**src/inc/lcd_seq_pkg.sv**
```systemverilog
// Constants and types shared by the LCD segment and common sequencer
package lcd_seq_pkg;
   localparam int          ADDR_W          = 16;
   localparam int          DATA_W          = 8;
   localparam int          SEG_COUNT       = 40;
   localparam int          COM_COUNT       = 4;
   localparam int          NIBBLE_W        = 4;
   localparam int          SCAN_CNT_W      = 18;
   localparam int          SCAN_SHIFT_MIN  = 14;

   localparam logic [15:0] ADDR_CLK_GATE   = 16'hFF4A;
   localparam logic [15:0] ADDR_MODE       = 16'hFF90;
   localparam logic [15:0] ADDR_MEM_FIRST  = 16'hFA58;
   localparam logic [15:0] ADDR_MEM_LAST   = 16'hFA7F;

   localparam logic [7:0]  CLK_GATE_RESET  = 8'h00;
   localparam logic [7:0]  MODE_RESET      = 8'h00;
   localparam int          GATE_RUN_BIT    = 1;
   localparam int          MODE_ON_BIT     = 7;
   localparam int          MODE_CLK_LSB    = 4;
   localparam int          MODE_SEL_LSB    = 0;

   localparam logic [2:0]  MODE_4DIV_B3    = 3'h0;
   localparam logic [2:0]  MODE_3DIV_B3    = 3'h1;
   localparam logic [2:0]  MODE_3DIV_B2    = 3'h2;
   localparam logic [2:0]  MODE_2DIV_B2    = 3'h3;
   localparam logic [2:0]  MODE_STATIC     = 3'h4;
   localparam logic [2:0]  SCAN_CLK_MAXSEL = 3'h3;

   typedef enum logic {
      SCAN_STOP,
      SCAN_RUN
   } scan_state_t;

   // Number of common phases for a mode code; zero marks a prohibited code
   function automatic logic [2:0] phase_count(input logic [2:0] mode);
      unique case (mode)
         MODE_4DIV_B3: phase_count = 3'h4;
         MODE_3DIV_B3: phase_count = 3'h3;
         MODE_3DIV_B2: phase_count = 3'h3;
         MODE_2DIV_B2: phase_count = 3'h2;
         MODE_STATIC:  phase_count = 3'h1;
         default:      phase_count = 3'h0;
      endcase
   endfunction : phase_count
endpackage : lcd_seq_pkg

```
**src/rtl/lcd_display_memory.sv**
```systemverilog
// Display data memory: one nibble per segment, plane read by phase
`timescale 1ns/1ps
`default_nettype none
module lcd_display_memory #(
   parameter int SEGS = lcd_seq_pkg::SEG_COUNT
) (
   input  wire logic                 mclk,     // System clock
   input  wire logic                 rst,      // Synchronous reset
   input  wire logic                 wr_en,    // Write one nibble
   input  wire logic [5:0]           wr_seg,   // Segment index written
   input  wire logic [3:0]           wr_data,  // Nibble written
   input  wire logic [5:0]           rd_seg,   // Segment index read
   output logic      [3:0]           rd_data,  // Nibble at rd_seg
   input  wire logic [1:0]           phase,    // Active common phase
   output logic      [SEGS-1:0]      plane     // Bit of each segment for phase
);
   import lcd_seq_pkg::*;

   logic [3:0] mem [SEGS];

   always_ff @(posedge mclk) begin
      if (rst) begin
         for (int i = 0; i < SEGS; i++) begin
            mem[i] <= 4'h0;
         end
      end else if (wr_en) begin
         mem[wr_seg] <= wr_data;
      end
   end

   always_comb begin
      rd_data = mem[rd_seg];
      for (int i = 0; i < SEGS; i++) begin
         plane[i] = mem[i][phase];
      end
   end
endmodule : lcd_display_memory
`default_nettype wire

```
**src/rtl/lcd_scan_divider.sv**
```systemverilog
// Scan clock divider producing one tick per LCD clock period
`timescale 1ns/1ps
`default_nettype none
module lcd_scan_divider #(
   parameter int SHIFT_MIN = lcd_seq_pkg::SCAN_SHIFT_MIN
) (
   input  wire logic       mclk,     // System clock
   input  wire logic       rst,      // Synchronous reset
   input  wire logic       run,      // Divider counts while high
   input  wire logic [2:0] clk_sel,  // Scan rate select
   output logic            tick      // One-cycle pulse per scan period
);
   import lcd_seq_pkg::*;

   typedef struct packed {
      logic [SCAN_CNT_W-1:0] count;
      logic                  tick;
   } div_state_t;

   div_state_t            st_reg;
   div_state_t            st_next;
   logic [SCAN_CNT_W-1:0] limit;

   always_comb begin
      limit   = SCAN_CNT_W'((64'(1) << (SHIFT_MIN + 3 - int'(clk_sel))) - 64'(1));
      st_next = st_reg;
      st_next.tick = 1'b0;
      if (!run) begin
         st_next.count = '0;
      end else if (st_reg.count >= limit) begin
         st_next.count = '0;
         st_next.tick  = 1'b1;
      end else begin
         st_next.count = st_reg.count + SCAN_CNT_W'(1);
      end
   end

   always_ff @(posedge mclk) begin
      if (rst) begin
         st_reg <= '0;
      end else begin
         st_reg <= st_next;
      end
   end

   assign tick = st_reg.tick;
endmodule : lcd_scan_divider
`default_nettype wire

```
**src/rtl/lcd_segment_common_sequencer.sv**
```systemverilog
// Multiplexed LCD common scan and segment select sequencer
`timescale 1ns/1ps
`default_nettype none

//Operation
// - Static mode: all commons copy common zero
// - Static mode: segments use memory bit zero
// - ON only when segment and common select
// - Memory bit n drives segment in phase n
// - Two-division: scan commons 0-1, ignore rest
// - Three-division: scan commons 0-2, ignore bit3
// - Four-division: scan all four commons
// - Write-only clock gate, reset 00, stops controller
// - Gate bit 1 starts or stops LCD clock
// - Gate only acts on emulation platform
// - Display off forces segments non-select
// - Mode field selects divisions and bias
// - 40-byte memory, top address is segment zero
module lcd_segment_common_sequencer
   import lcd_seq_pkg::*;
#(
   parameter bit EMULATION_BUILD = 1'b1,
   parameter int SHIFT_MIN       = lcd_seq_pkg::SCAN_SHIFT_MIN
) (
   input  wire logic                              mclk,            // 10 MHz clock
   input  wire logic                              rst,             // Sync reset
   input  wire logic [lcd_seq_pkg::ADDR_W-1:0]    reg_addr,        // Bus address
   input  wire logic [lcd_seq_pkg::DATA_W-1:0]    reg_wdata,       // Bus write data
   input  wire logic                              reg_wr,          // Write strobe
   input  wire logic                              reg_rd,          // Read strobe
   output logic      [lcd_seq_pkg::DATA_W-1:0]    reg_rdata,       // Read data
   output logic      [lcd_seq_pkg::COM_COUNT-1:0] common_select,   // Common at select level
   output logic      [lcd_seq_pkg::COM_COUNT-1:0] common_drive_en, // Common driven, else open
   output logic      [lcd_seq_pkg::SEG_COUNT-1:0] segment_select,  // Segment at select level
   output logic                                   drive_polarity,  // Frame polarity
   output logic                                   bias_half,       // Half bias, else third
   output logic                                   lcd_scan_clock,  // Scan period pulse
   output logic                                   lcd_active       // Controller running
);
   import lcd_seq_pkg::*;

   typedef struct packed {
      scan_state_t                 state;
      logic                        lcd_clock_run;
      logic                        display_on;
      logic [2:0]                  scan_clk_sel;
      logic [2:0]                  display_mode;
      logic [1:0]                  phase;
      logic                        polarity;
      logic [DATA_W-1:0]           rdata;
      logic                        rd_mem;
      logic [COM_COUNT-1:0]        com_sel;
      logic [COM_COUNT-1:0]        com_en;
      logic [SEG_COUNT-1:0]        seg_sel;
      logic                        bias_half;
      logic                        scan_pulse;
   } seq_state_t;

   seq_state_t           st_reg;
   seq_state_t           st_next;

   logic                 clock_enabled;
   logic                 running;
   logic                 setup_ok;
   logic                 phase_ok;
   logic [2:0]           step;
   logic                 scan_tick;
   logic                 mem_hit;
   logic                 mem_wr;
   logic [5:0]           mem_seg;
   logic [3:0]           mem_rd_data;
   logic [SEG_COUNT-1:0] mem_plane;
   logic [1:0]           phase_last;

   // Segment zero sits at the highest address
   function automatic logic [5:0] seg_of(input logic [ADDR_W-1:0] addr);
      logic [ADDR_W-1:0] diff;
      diff   = ADDR_MEM_LAST - addr;
      seg_of = diff[5:0];
   endfunction : seg_of

   // Production parts ignore the gate and always supply the clock
   function automatic logic clock_supplied(input logic run_bit);
      if (EMULATION_BUILD) begin
         clock_supplied = run_bit;
      end else begin
         clock_supplied = 1'b1;
      end
   endfunction : clock_supplied

   // True when mode code and scan rate are both usable
   function automatic logic setup_legal(input logic [2:0] mode,
                                        input logic [2:0] rate);
      logic mode_ok;
      logic rate_ok;
      mode_ok     = (phase_count(mode) != 3'h0);
      rate_ok     = (rate <= SCAN_CLK_MAXSEL);
      setup_legal = mode_ok && rate_ok;
   endfunction : setup_legal

   // Highest phase index a mode scans
   function automatic logic [1:0] last_phase(input logic [2:0] mode);
      logic [2:0] count;
      count = phase_count(mode);
      if (count == 3'h0) begin
         last_phase = 2'h0;
      end else begin
         last_phase = 2'(count - 3'h1);
      end
   endfunction : last_phase

   // Next phase of the scan, with the frame wrap in the top bit
   function automatic logic [2:0] phase_step(input logic [1:0] phase,
                                             input logic [1:0] last);
      logic       wrap;
      logic [1:0] nxt_phase;
      wrap = (phase >= last);
      if (wrap) begin
         nxt_phase = 2'h0;
      end else begin
         nxt_phase = phase + 2'h1;
      end
      phase_step = {wrap, nxt_phase};
   endfunction : phase_step

   // Half bias belongs to the three- and two-phase half modes
   function automatic logic half_bias(input logic [2:0] mode);
      unique case (mode)
         MODE_3DIV_B2: half_bias = 1'b1;
         MODE_2DIV_B2: half_bias = 1'b1;
         default:      half_bias = 1'b0;
      endcase
   endfunction : half_bias

   // Commons driven in a mode; the rest stay open
   function automatic logic [COM_COUNT-1:0] com_enable_mask(input logic [2:0] mode);
      unique case (mode)
         MODE_4DIV_B3: com_enable_mask = 4'hF;
         MODE_3DIV_B3: com_enable_mask = 4'h7;
         MODE_3DIV_B2: com_enable_mask = 4'h7;
         MODE_2DIV_B2: com_enable_mask = 4'h3;
         MODE_STATIC:  com_enable_mask = 4'hF;
         default:      com_enable_mask = 4'h0;
      endcase
   endfunction : com_enable_mask

   // Commons at select level; an open common is never selected
   function automatic logic [COM_COUNT-1:0] com_select_mask(input logic [2:0] mode,
                                                             input logic [1:0] phase);
      logic [COM_COUNT-1:0] one_hot;
      one_hot        = '0;
      one_hot[phase] = 1'b1;
      if (mode == MODE_STATIC) begin
         com_select_mask = '1;
      end else begin
         com_select_mask = one_hot & com_enable_mask(mode);
      end
   endfunction : com_select_mask

   // Segment levels: memory plane of the phase, or all non-select
   function automatic logic [SEG_COUNT-1:0] segment_levels(
      input logic [SEG_COUNT-1:0] plane,
      input logic                 run,
      input logic                 on,
      input logic                 in_range
   );
      if (run && on && in_range) begin
         // Static holds phase zero, so bit zero is used
         segment_levels = plane;
      end else begin
         segment_levels = '0;
      end
   endfunction : segment_levels

   // Read view of the mode register; bit 3 reads as zero
   function automatic logic [DATA_W-1:0] mode_view(input logic       on,
                                                   input logic [2:0] rate,
                                                   input logic [2:0] mode);
      mode_view                    = '0;
      mode_view[MODE_ON_BIT]       = on;
      mode_view[MODE_CLK_LSB +: 3] = rate;
      mode_view[MODE_SEL_LSB +: 3] = mode;
   endfunction : mode_view

   // Read data of one access; unmapped and write-only addresses read zero
   function automatic logic [DATA_W-1:0] read_view(input logic [ADDR_W-1:0] addr,
                                                   input logic              hit,
                                                   input logic [3:0]        nibble,
                                                   input logic [DATA_W-1:0] mode_byte);
      if (addr == ADDR_MODE) begin
         read_view = mode_byte;
      end else if (hit) begin
         read_view = {4'h0, nibble};
      end else begin
         // Clock gate is write-only and reads as zero
         read_view = '0;
      end
   endfunction : read_view

   // Register write; only the run bit of the gate is kept
   function automatic seq_state_t apply_write(input seq_state_t          s,
                                              input logic [ADDR_W-1:0] addr,
                                              input logic [DATA_W-1:0] data);
      apply_write = s;
      if (addr == ADDR_CLK_GATE) begin
         apply_write.lcd_clock_run = data[GATE_RUN_BIT];
      end else if (addr == ADDR_MODE) begin
         apply_write.display_on   = data[MODE_ON_BIT];
         apply_write.scan_clk_sel = data[MODE_CLK_LSB +: 3];
         apply_write.display_mode = data[MODE_SEL_LSB +: 3];
      end
   endfunction : apply_write

   // Register contents right after reset
   function automatic seq_state_t reset_state();
      seq_state_t s;
      s               = '0;
      s.state         = SCAN_STOP;
      s.lcd_clock_run = CLK_GATE_RESET[GATE_RUN_BIT];
      s.display_on    = MODE_RESET[MODE_ON_BIT];
      s.scan_clk_sel  = MODE_RESET[MODE_CLK_LSB +: 3];
      s.display_mode  = MODE_RESET[MODE_SEL_LSB +: 3];
      reset_state     = s;
   endfunction : reset_state

   assign mem_hit = (reg_addr >= ADDR_MEM_FIRST) && (reg_addr <= ADDR_MEM_LAST);
   assign mem_wr  = reg_wr && mem_hit;
   assign mem_seg = seg_of(reg_addr);

   assign clock_enabled = clock_supplied(st_reg.lcd_clock_run);
   assign running       = (st_reg.state == SCAN_RUN);

   // Phase bookkeeping for the selected mode
   assign setup_ok   = setup_legal(st_reg.display_mode, st_reg.scan_clk_sel);
   assign phase_last = last_phase(st_reg.display_mode);
   assign phase_ok   = (st_reg.phase <= phase_last);
   assign step       = phase_step(st_reg.phase, phase_last);

   lcd_scan_divider #(
      .SHIFT_MIN (SHIFT_MIN)
   ) u_div (
      .mclk    (mclk),
      .rst     (rst),
      .run     (running),
      .clk_sel (st_reg.scan_clk_sel),
      .tick    (scan_tick)
   );

   lcd_display_memory #(
      .SEGS (SEG_COUNT)
   ) u_mem (
      .mclk    (mclk),
      .rst     (rst),
      .wr_en   (mem_wr),
      .wr_seg  (mem_seg),
      .wr_data (reg_wdata[3:0]),
      .rd_seg  (mem_seg),
      .rd_data (mem_rd_data),
      .phase   (st_reg.phase),
      .plane   (mem_plane)
   );

   always_comb begin
      st_next            = st_reg;
      st_next.rd_mem     = 1'b0;
      st_next.scan_pulse = scan_tick;

      // Register writes
      if (reg_wr) begin
         st_next = apply_write(st_next, reg_addr, reg_wdata);
      end

      // Register reads; data stand in the following cycle
      st_next.rdata = '0;
      if (reg_rd) begin
         st_next.rdata = read_view(reg_addr, mem_hit, mem_rd_data,
                                   mode_view(st_reg.display_on, st_reg.scan_clk_sel,
                                             st_reg.display_mode));
      end

      // Scan state: runs only with clock supplied and a legal setup
      unique case (st_reg.state)
         SCAN_STOP: begin
            st_next.phase    = 2'h0;
            st_next.polarity = 1'b0;
            if (clock_enabled && setup_ok) begin
               st_next.state = SCAN_RUN;
            end
         end
         SCAN_RUN: begin
            if (!clock_enabled || !setup_ok) begin
               st_next.state = SCAN_STOP;
            end else if (!phase_ok) begin
               // A shorter mode left the phase out of range: restart the frame
               st_next.phase = 2'h0;
            end else if (scan_tick) begin
               // Scan only the phases the mode uses
               st_next.phase = step[1:0];
               if (step[2]) begin
                  st_next.polarity = !st_reg.polarity;
               end
            end
         end
      endcase

      // Common outputs
      st_next.bias_half = half_bias(st_reg.display_mode);
      if (running) begin
         st_next.com_en  = com_enable_mask(st_reg.display_mode);
         st_next.com_sel = com_select_mask(st_reg.display_mode, st_reg.phase);
      end else begin
         st_next.com_en  = '0;
         st_next.com_sel = '0;
      end

      // Segment outputs; bits of phases outside the mode are never shown
      st_next.seg_sel = segment_levels(mem_plane, running, st_reg.display_on,
                                       phase_ok);
   end

   always_ff @(posedge mclk) begin
      if (rst) begin
         st_reg <= reset_state();
      end else begin
         st_reg <= st_next;
      end
   end

   assign reg_rdata       = st_reg.rdata;
   assign common_select   = st_reg.com_sel;
   assign common_drive_en = st_reg.com_en;
   assign segment_select  = st_reg.seg_sel;
   assign drive_polarity  = st_reg.polarity;
   assign bias_half       = st_reg.bias_half;
   assign lcd_scan_clock  = st_reg.scan_pulse;
   assign lcd_active      = running;
endmodule : lcd_segment_common_sequencer
`default_nettype wire

```
**config.mk**
```make
export PLATFORM = sky130hd
export DESIGN_NAME = lcd_segment_common_sequencer
export DESIGN_NICKNAME = d
export VERILOG_FILES = /design/src/inc/lcd_seq_pkg.sv /design/src/rtl/lcd_display_memory.sv /design/src/rtl/lcd_scan_divider.sv /design/src/rtl/lcd_segment_common_sequencer.sv
export SDC_FILE = /design/constraint.sdc
export NUM_CORES = 1
export LEC_CHECK = 0
export ABC_CLOCK_PERIOD_IN_PS = 6150
export BUFFER_PORTS_ARGS = -buffer_cell sky130_fd_sc_hd__buf_2
export CAP_MARGIN = 25
export CORE_UTILIZATION = 30
export DETAILED_ROUTE_END_ITERATION = 12
export GPL_ROUTABILITY_DRIVEN = 0
export PLACE_DENSITY_LB_ADDON = 0.2
export SYNTH_ARGS = -nofsm -noshare
export SYNTH_HDL_FRONTEND = slang
export SYNTH_SLANG_ARGS = --single-unit
```
**constraint.sdc**
```tcl
create_clock -name mclk -period 6.15 [get_ports mclk]
set_input_delay 0.615 -clock mclk [delete_from_list [all_inputs] [get_ports mclk]]
set_output_delay 0.615 -clock mclk [all_outputs]
set_load 0.02 [all_outputs]
```
==> flow_summary.yaml <==
outcome:
  outcome: "completed"
clock_network:
  hold_buffers: 0
  cts.sinks: 304
  cts_setup_buffers: 0
  clkTransAtPathRegs_ps: 60
  cts_resized: 0
  numCtsBuffers: 37
  clockRootBuffer: "clkbuf_16"
  clk_latency_ps: 560
  cts_tree: "done"
  htreeDepth: 2
  clockBufferDepth: 3
timing:
  relSlewSlack_pct: 30.3
  setup_viol: 0
  period_minus_slack_ps: 3360
  skew_ps: 25.5
  finalSetupTns_ps: 0
  min_period_over_period_pct: 54.6
  hold_viol: 0
  finalMaxSlewViolations: 0
  tightest_slew_ps: 1040
  fmax_mhz: 298
  rsz0062_at_grt: "no"
  setup_slack_ps: 2790
critical_path:
  r2r_slack_ps: 2840
  setup.worst_path.end: "reg_rdata[0]$_SDFF_PP0_"
  critPathMaxFanout: 57
  critPathCaptureType: "flip-flop"
  required_ps: 6580
  crit_path_top_delay_cell: "nor2_1"
  crit_type: "in2reg"
  reg2reg_from: "st_reg[66]$_SDFFE_PP0P_"
  worst_r2r_endpoint: "u_div.st_reg[14]$_SDFF_PP0_"
  r2r_cells: 12
  critPathArrivalTime_ps: 3790
  crit_path_start: "reg_addr[2]"
  cp_slowest_stage_delay_ps: 940
  start_kind: "primary input"
  worstPathCellList: "buf_4 -> clkinv_1 -> nor2_1 -> a221oi_1 -> o22ai_1 -> o41ai_2"
floorplanning:
  dieArea_sq_mm: 0.0497
  coreArea_sq_mm: 0.0479
  rows: 80
  die_w_um: 223
  fp.dieH_um: 223
  initial_core_util_pct: 30.5
  num_io_pins: 88
layout:
  largest_register_ffs: 216
  drive_gt1_share_pct: 18.0
  diodes: 0
  fin_area_sq_mm: 0.0166
  fillerInstances: 4753
  fin_nets: 1325
  fin_cells: 1911
  area_delta_synth_final_pct: 13.2
global_routing:
  grt_max_degree: 58
  grt-ovfl-total: 0
  first_global_vias: 9815
  grtUsageTotal_pct: 18.4
  antenna_found_initial: 0
  grt_pass1_wl_um: 66800
logic_synthesis:
  synth-edff-count: 216
  yosysWarnings: 0
  yosysUniqueCellTypes: 70
  syn_avg_cell_area_sq_um: 12.1
  syn_inst: 1206
  synth_flop_cell: "edfxtp_1"
  synth_seq_area_share_pct: 56.4
  synth_area_sq_mm: 0.0146
  ys_async_sr_fraction_pct: 0
  synth_seq_cells: 304
place:
  dp_slack_ps: 2310
  dpl.hpwl_um: 31700
  placed_cells: 1845
  portBuffers: 87
  placed_cell_area_sq_mm: 0.0153
drt:
  post_drt_wl_per_cell_um: 23.7
  via_per_inst: 5.14
  vias: 9832
  drc_errors: 0
  routed_wl_um: 45200
  ant_nets: 0
  drt_iter0_drc: 1014
  firstDrtPassIters: 8
power:
  power_density_mw_per_mm2: 292
  ir_drop_mv: 0.152
  power_w: 0.00484
  power.leakage_nw: 6.06
worst_hold_path:
  min_path_type: "in2reg"
flow_run:
  maxCapViolations: 0
## power breakdown
| group | internal [W] | switching [W] | total (W) |
|---|---|---|---|
| clock network | 0.00134 | 0.000890 | 0.00223 |
| logic | 0.000102 | 0.000181 | 0.000283 |
| registers | 0.00228 | 0.0000491 | 0.00233 |
## final cells by class
| type | instances | area, sq um | area share, % |
|---|---|---|---|
| inverters | 18 | 67.6 | 0.408 |
| repair buffers | 99 | 548 | 3.31 |
| clock buffers | 55 | 1110 | 6.69 |
| flip-flops and latches | 304 | 8250 | 49.8 |
| clock inverters | 11 | 125 | 0.755 |
| well taps | 615 | 769 | 4.65 |
| multi-input cells | 809 | 5690 | 34.4 |
## cell usage after synthesis (all sizes together) (12+ instances only)
master / number / area share, %
o22ai: 12 / 0.51
mux4: 56 / 8.6
nand3: 17 / 0.58
edfxtp: 216 / 44
ha: 28 / 2.4
nor2: 225 / 5.9
buf: 100 / 4.9
nand2b: 15 / 0.64
a21oi: 16 / 0.55
dfxtp: 88 / 12
nand2: 72 / 1.8
o21ai: 20 / 0.68
nor2b: 48 / 2.1
mux2i: 44 / 3.0
a21o: 49 / 2.5
xor2: 12 / 0.72
inv: 17 / 0.44
clkbuf: 34 / 0.88
a221oi: 13 / 0.78
## worst max-delay path: cells and delay by family
family,cells,cell delay [ps]
buffers and inverters,2,1540
AO/OA/AOI/OAI,3,640
AND/OR/NAND/NOR,1,940
## cells by family after synthesis
family	after synthesis	synth area share, %
xor+xnor	18	1.08
buf+inv	152	6.27
other cells	1	0.0256
compound gates	169	8.44
mux	106	12.1
simple gates	428	13.3
fa+ha+maj	28	2.39
flops	304	56.4
## how the worst min path moves through the flow
stage / start / end / depth (start not counted)
after floorplan: u_div.tick$_SDFF_PP0_ / lcd_scan_clock$_SDFF_PP0_ / 2
after global placement: u_div.st_reg[1]$_SDFF_PP0_ / u_div.st_reg[1]$_SDFF_PP0_ / 1
after detailed placement: u_div.tick$_SDFF_PP0_ / lcd_scan_clock$_SDFF_PP0_ / 2
after CTS: reg_wdata[5] / st_reg[66]$_SDFFE_PP0P_ / 3
after global routing: reg_wdata[7] / st_reg[68]$_SDFFE_PP0P_ / 3
final: reg_wdata[5] / st_reg[66]$_SDFFE_PP0P_ / 3
## stage by stage
step | hold slack, ps | utilization (%)
2_1_floorplan | 425 | -
3_3_place_gp | 441 | 31.9
3_5_place_dp | 448 | 32.0
4_1_cts | 279 | 34.5
5_1_grt | 311 | 34.5
6_report | 312 | 34.5
## cells in the final DEF, fill, tap and decap left out, types with 11 or more instances in the layout
cell type / count
edfxtp_1: 216
dfxtp_1: 86
nor2_1: 220
clkbuf_16: 41
buf_2: 86
mux2i_1: 44
a21o_1: 49
conb_1: 60
xor2_1: 12
mux4_2: 56
inv_1: 17
o22ai_1: 12
ha_1: 28
a221oi_1: 13
a21oi_1: 16
nor2b_1: 48
buf_4: 11
nand2b_1: 15
nand2_1: 72
o21ai_0: 19
clkbuf_1: 11
nand3_1: 16
## layer usage
layer	vias to the layer above	wire (um)	track usage, %
met3	67	3240	3.99
met4	0	1120	5.34
met1	4992	19600	24.5
met5	-	0	0
met2	365	21200	29.8
li1	4408	-	-
(Power assumes the default switching activity.)
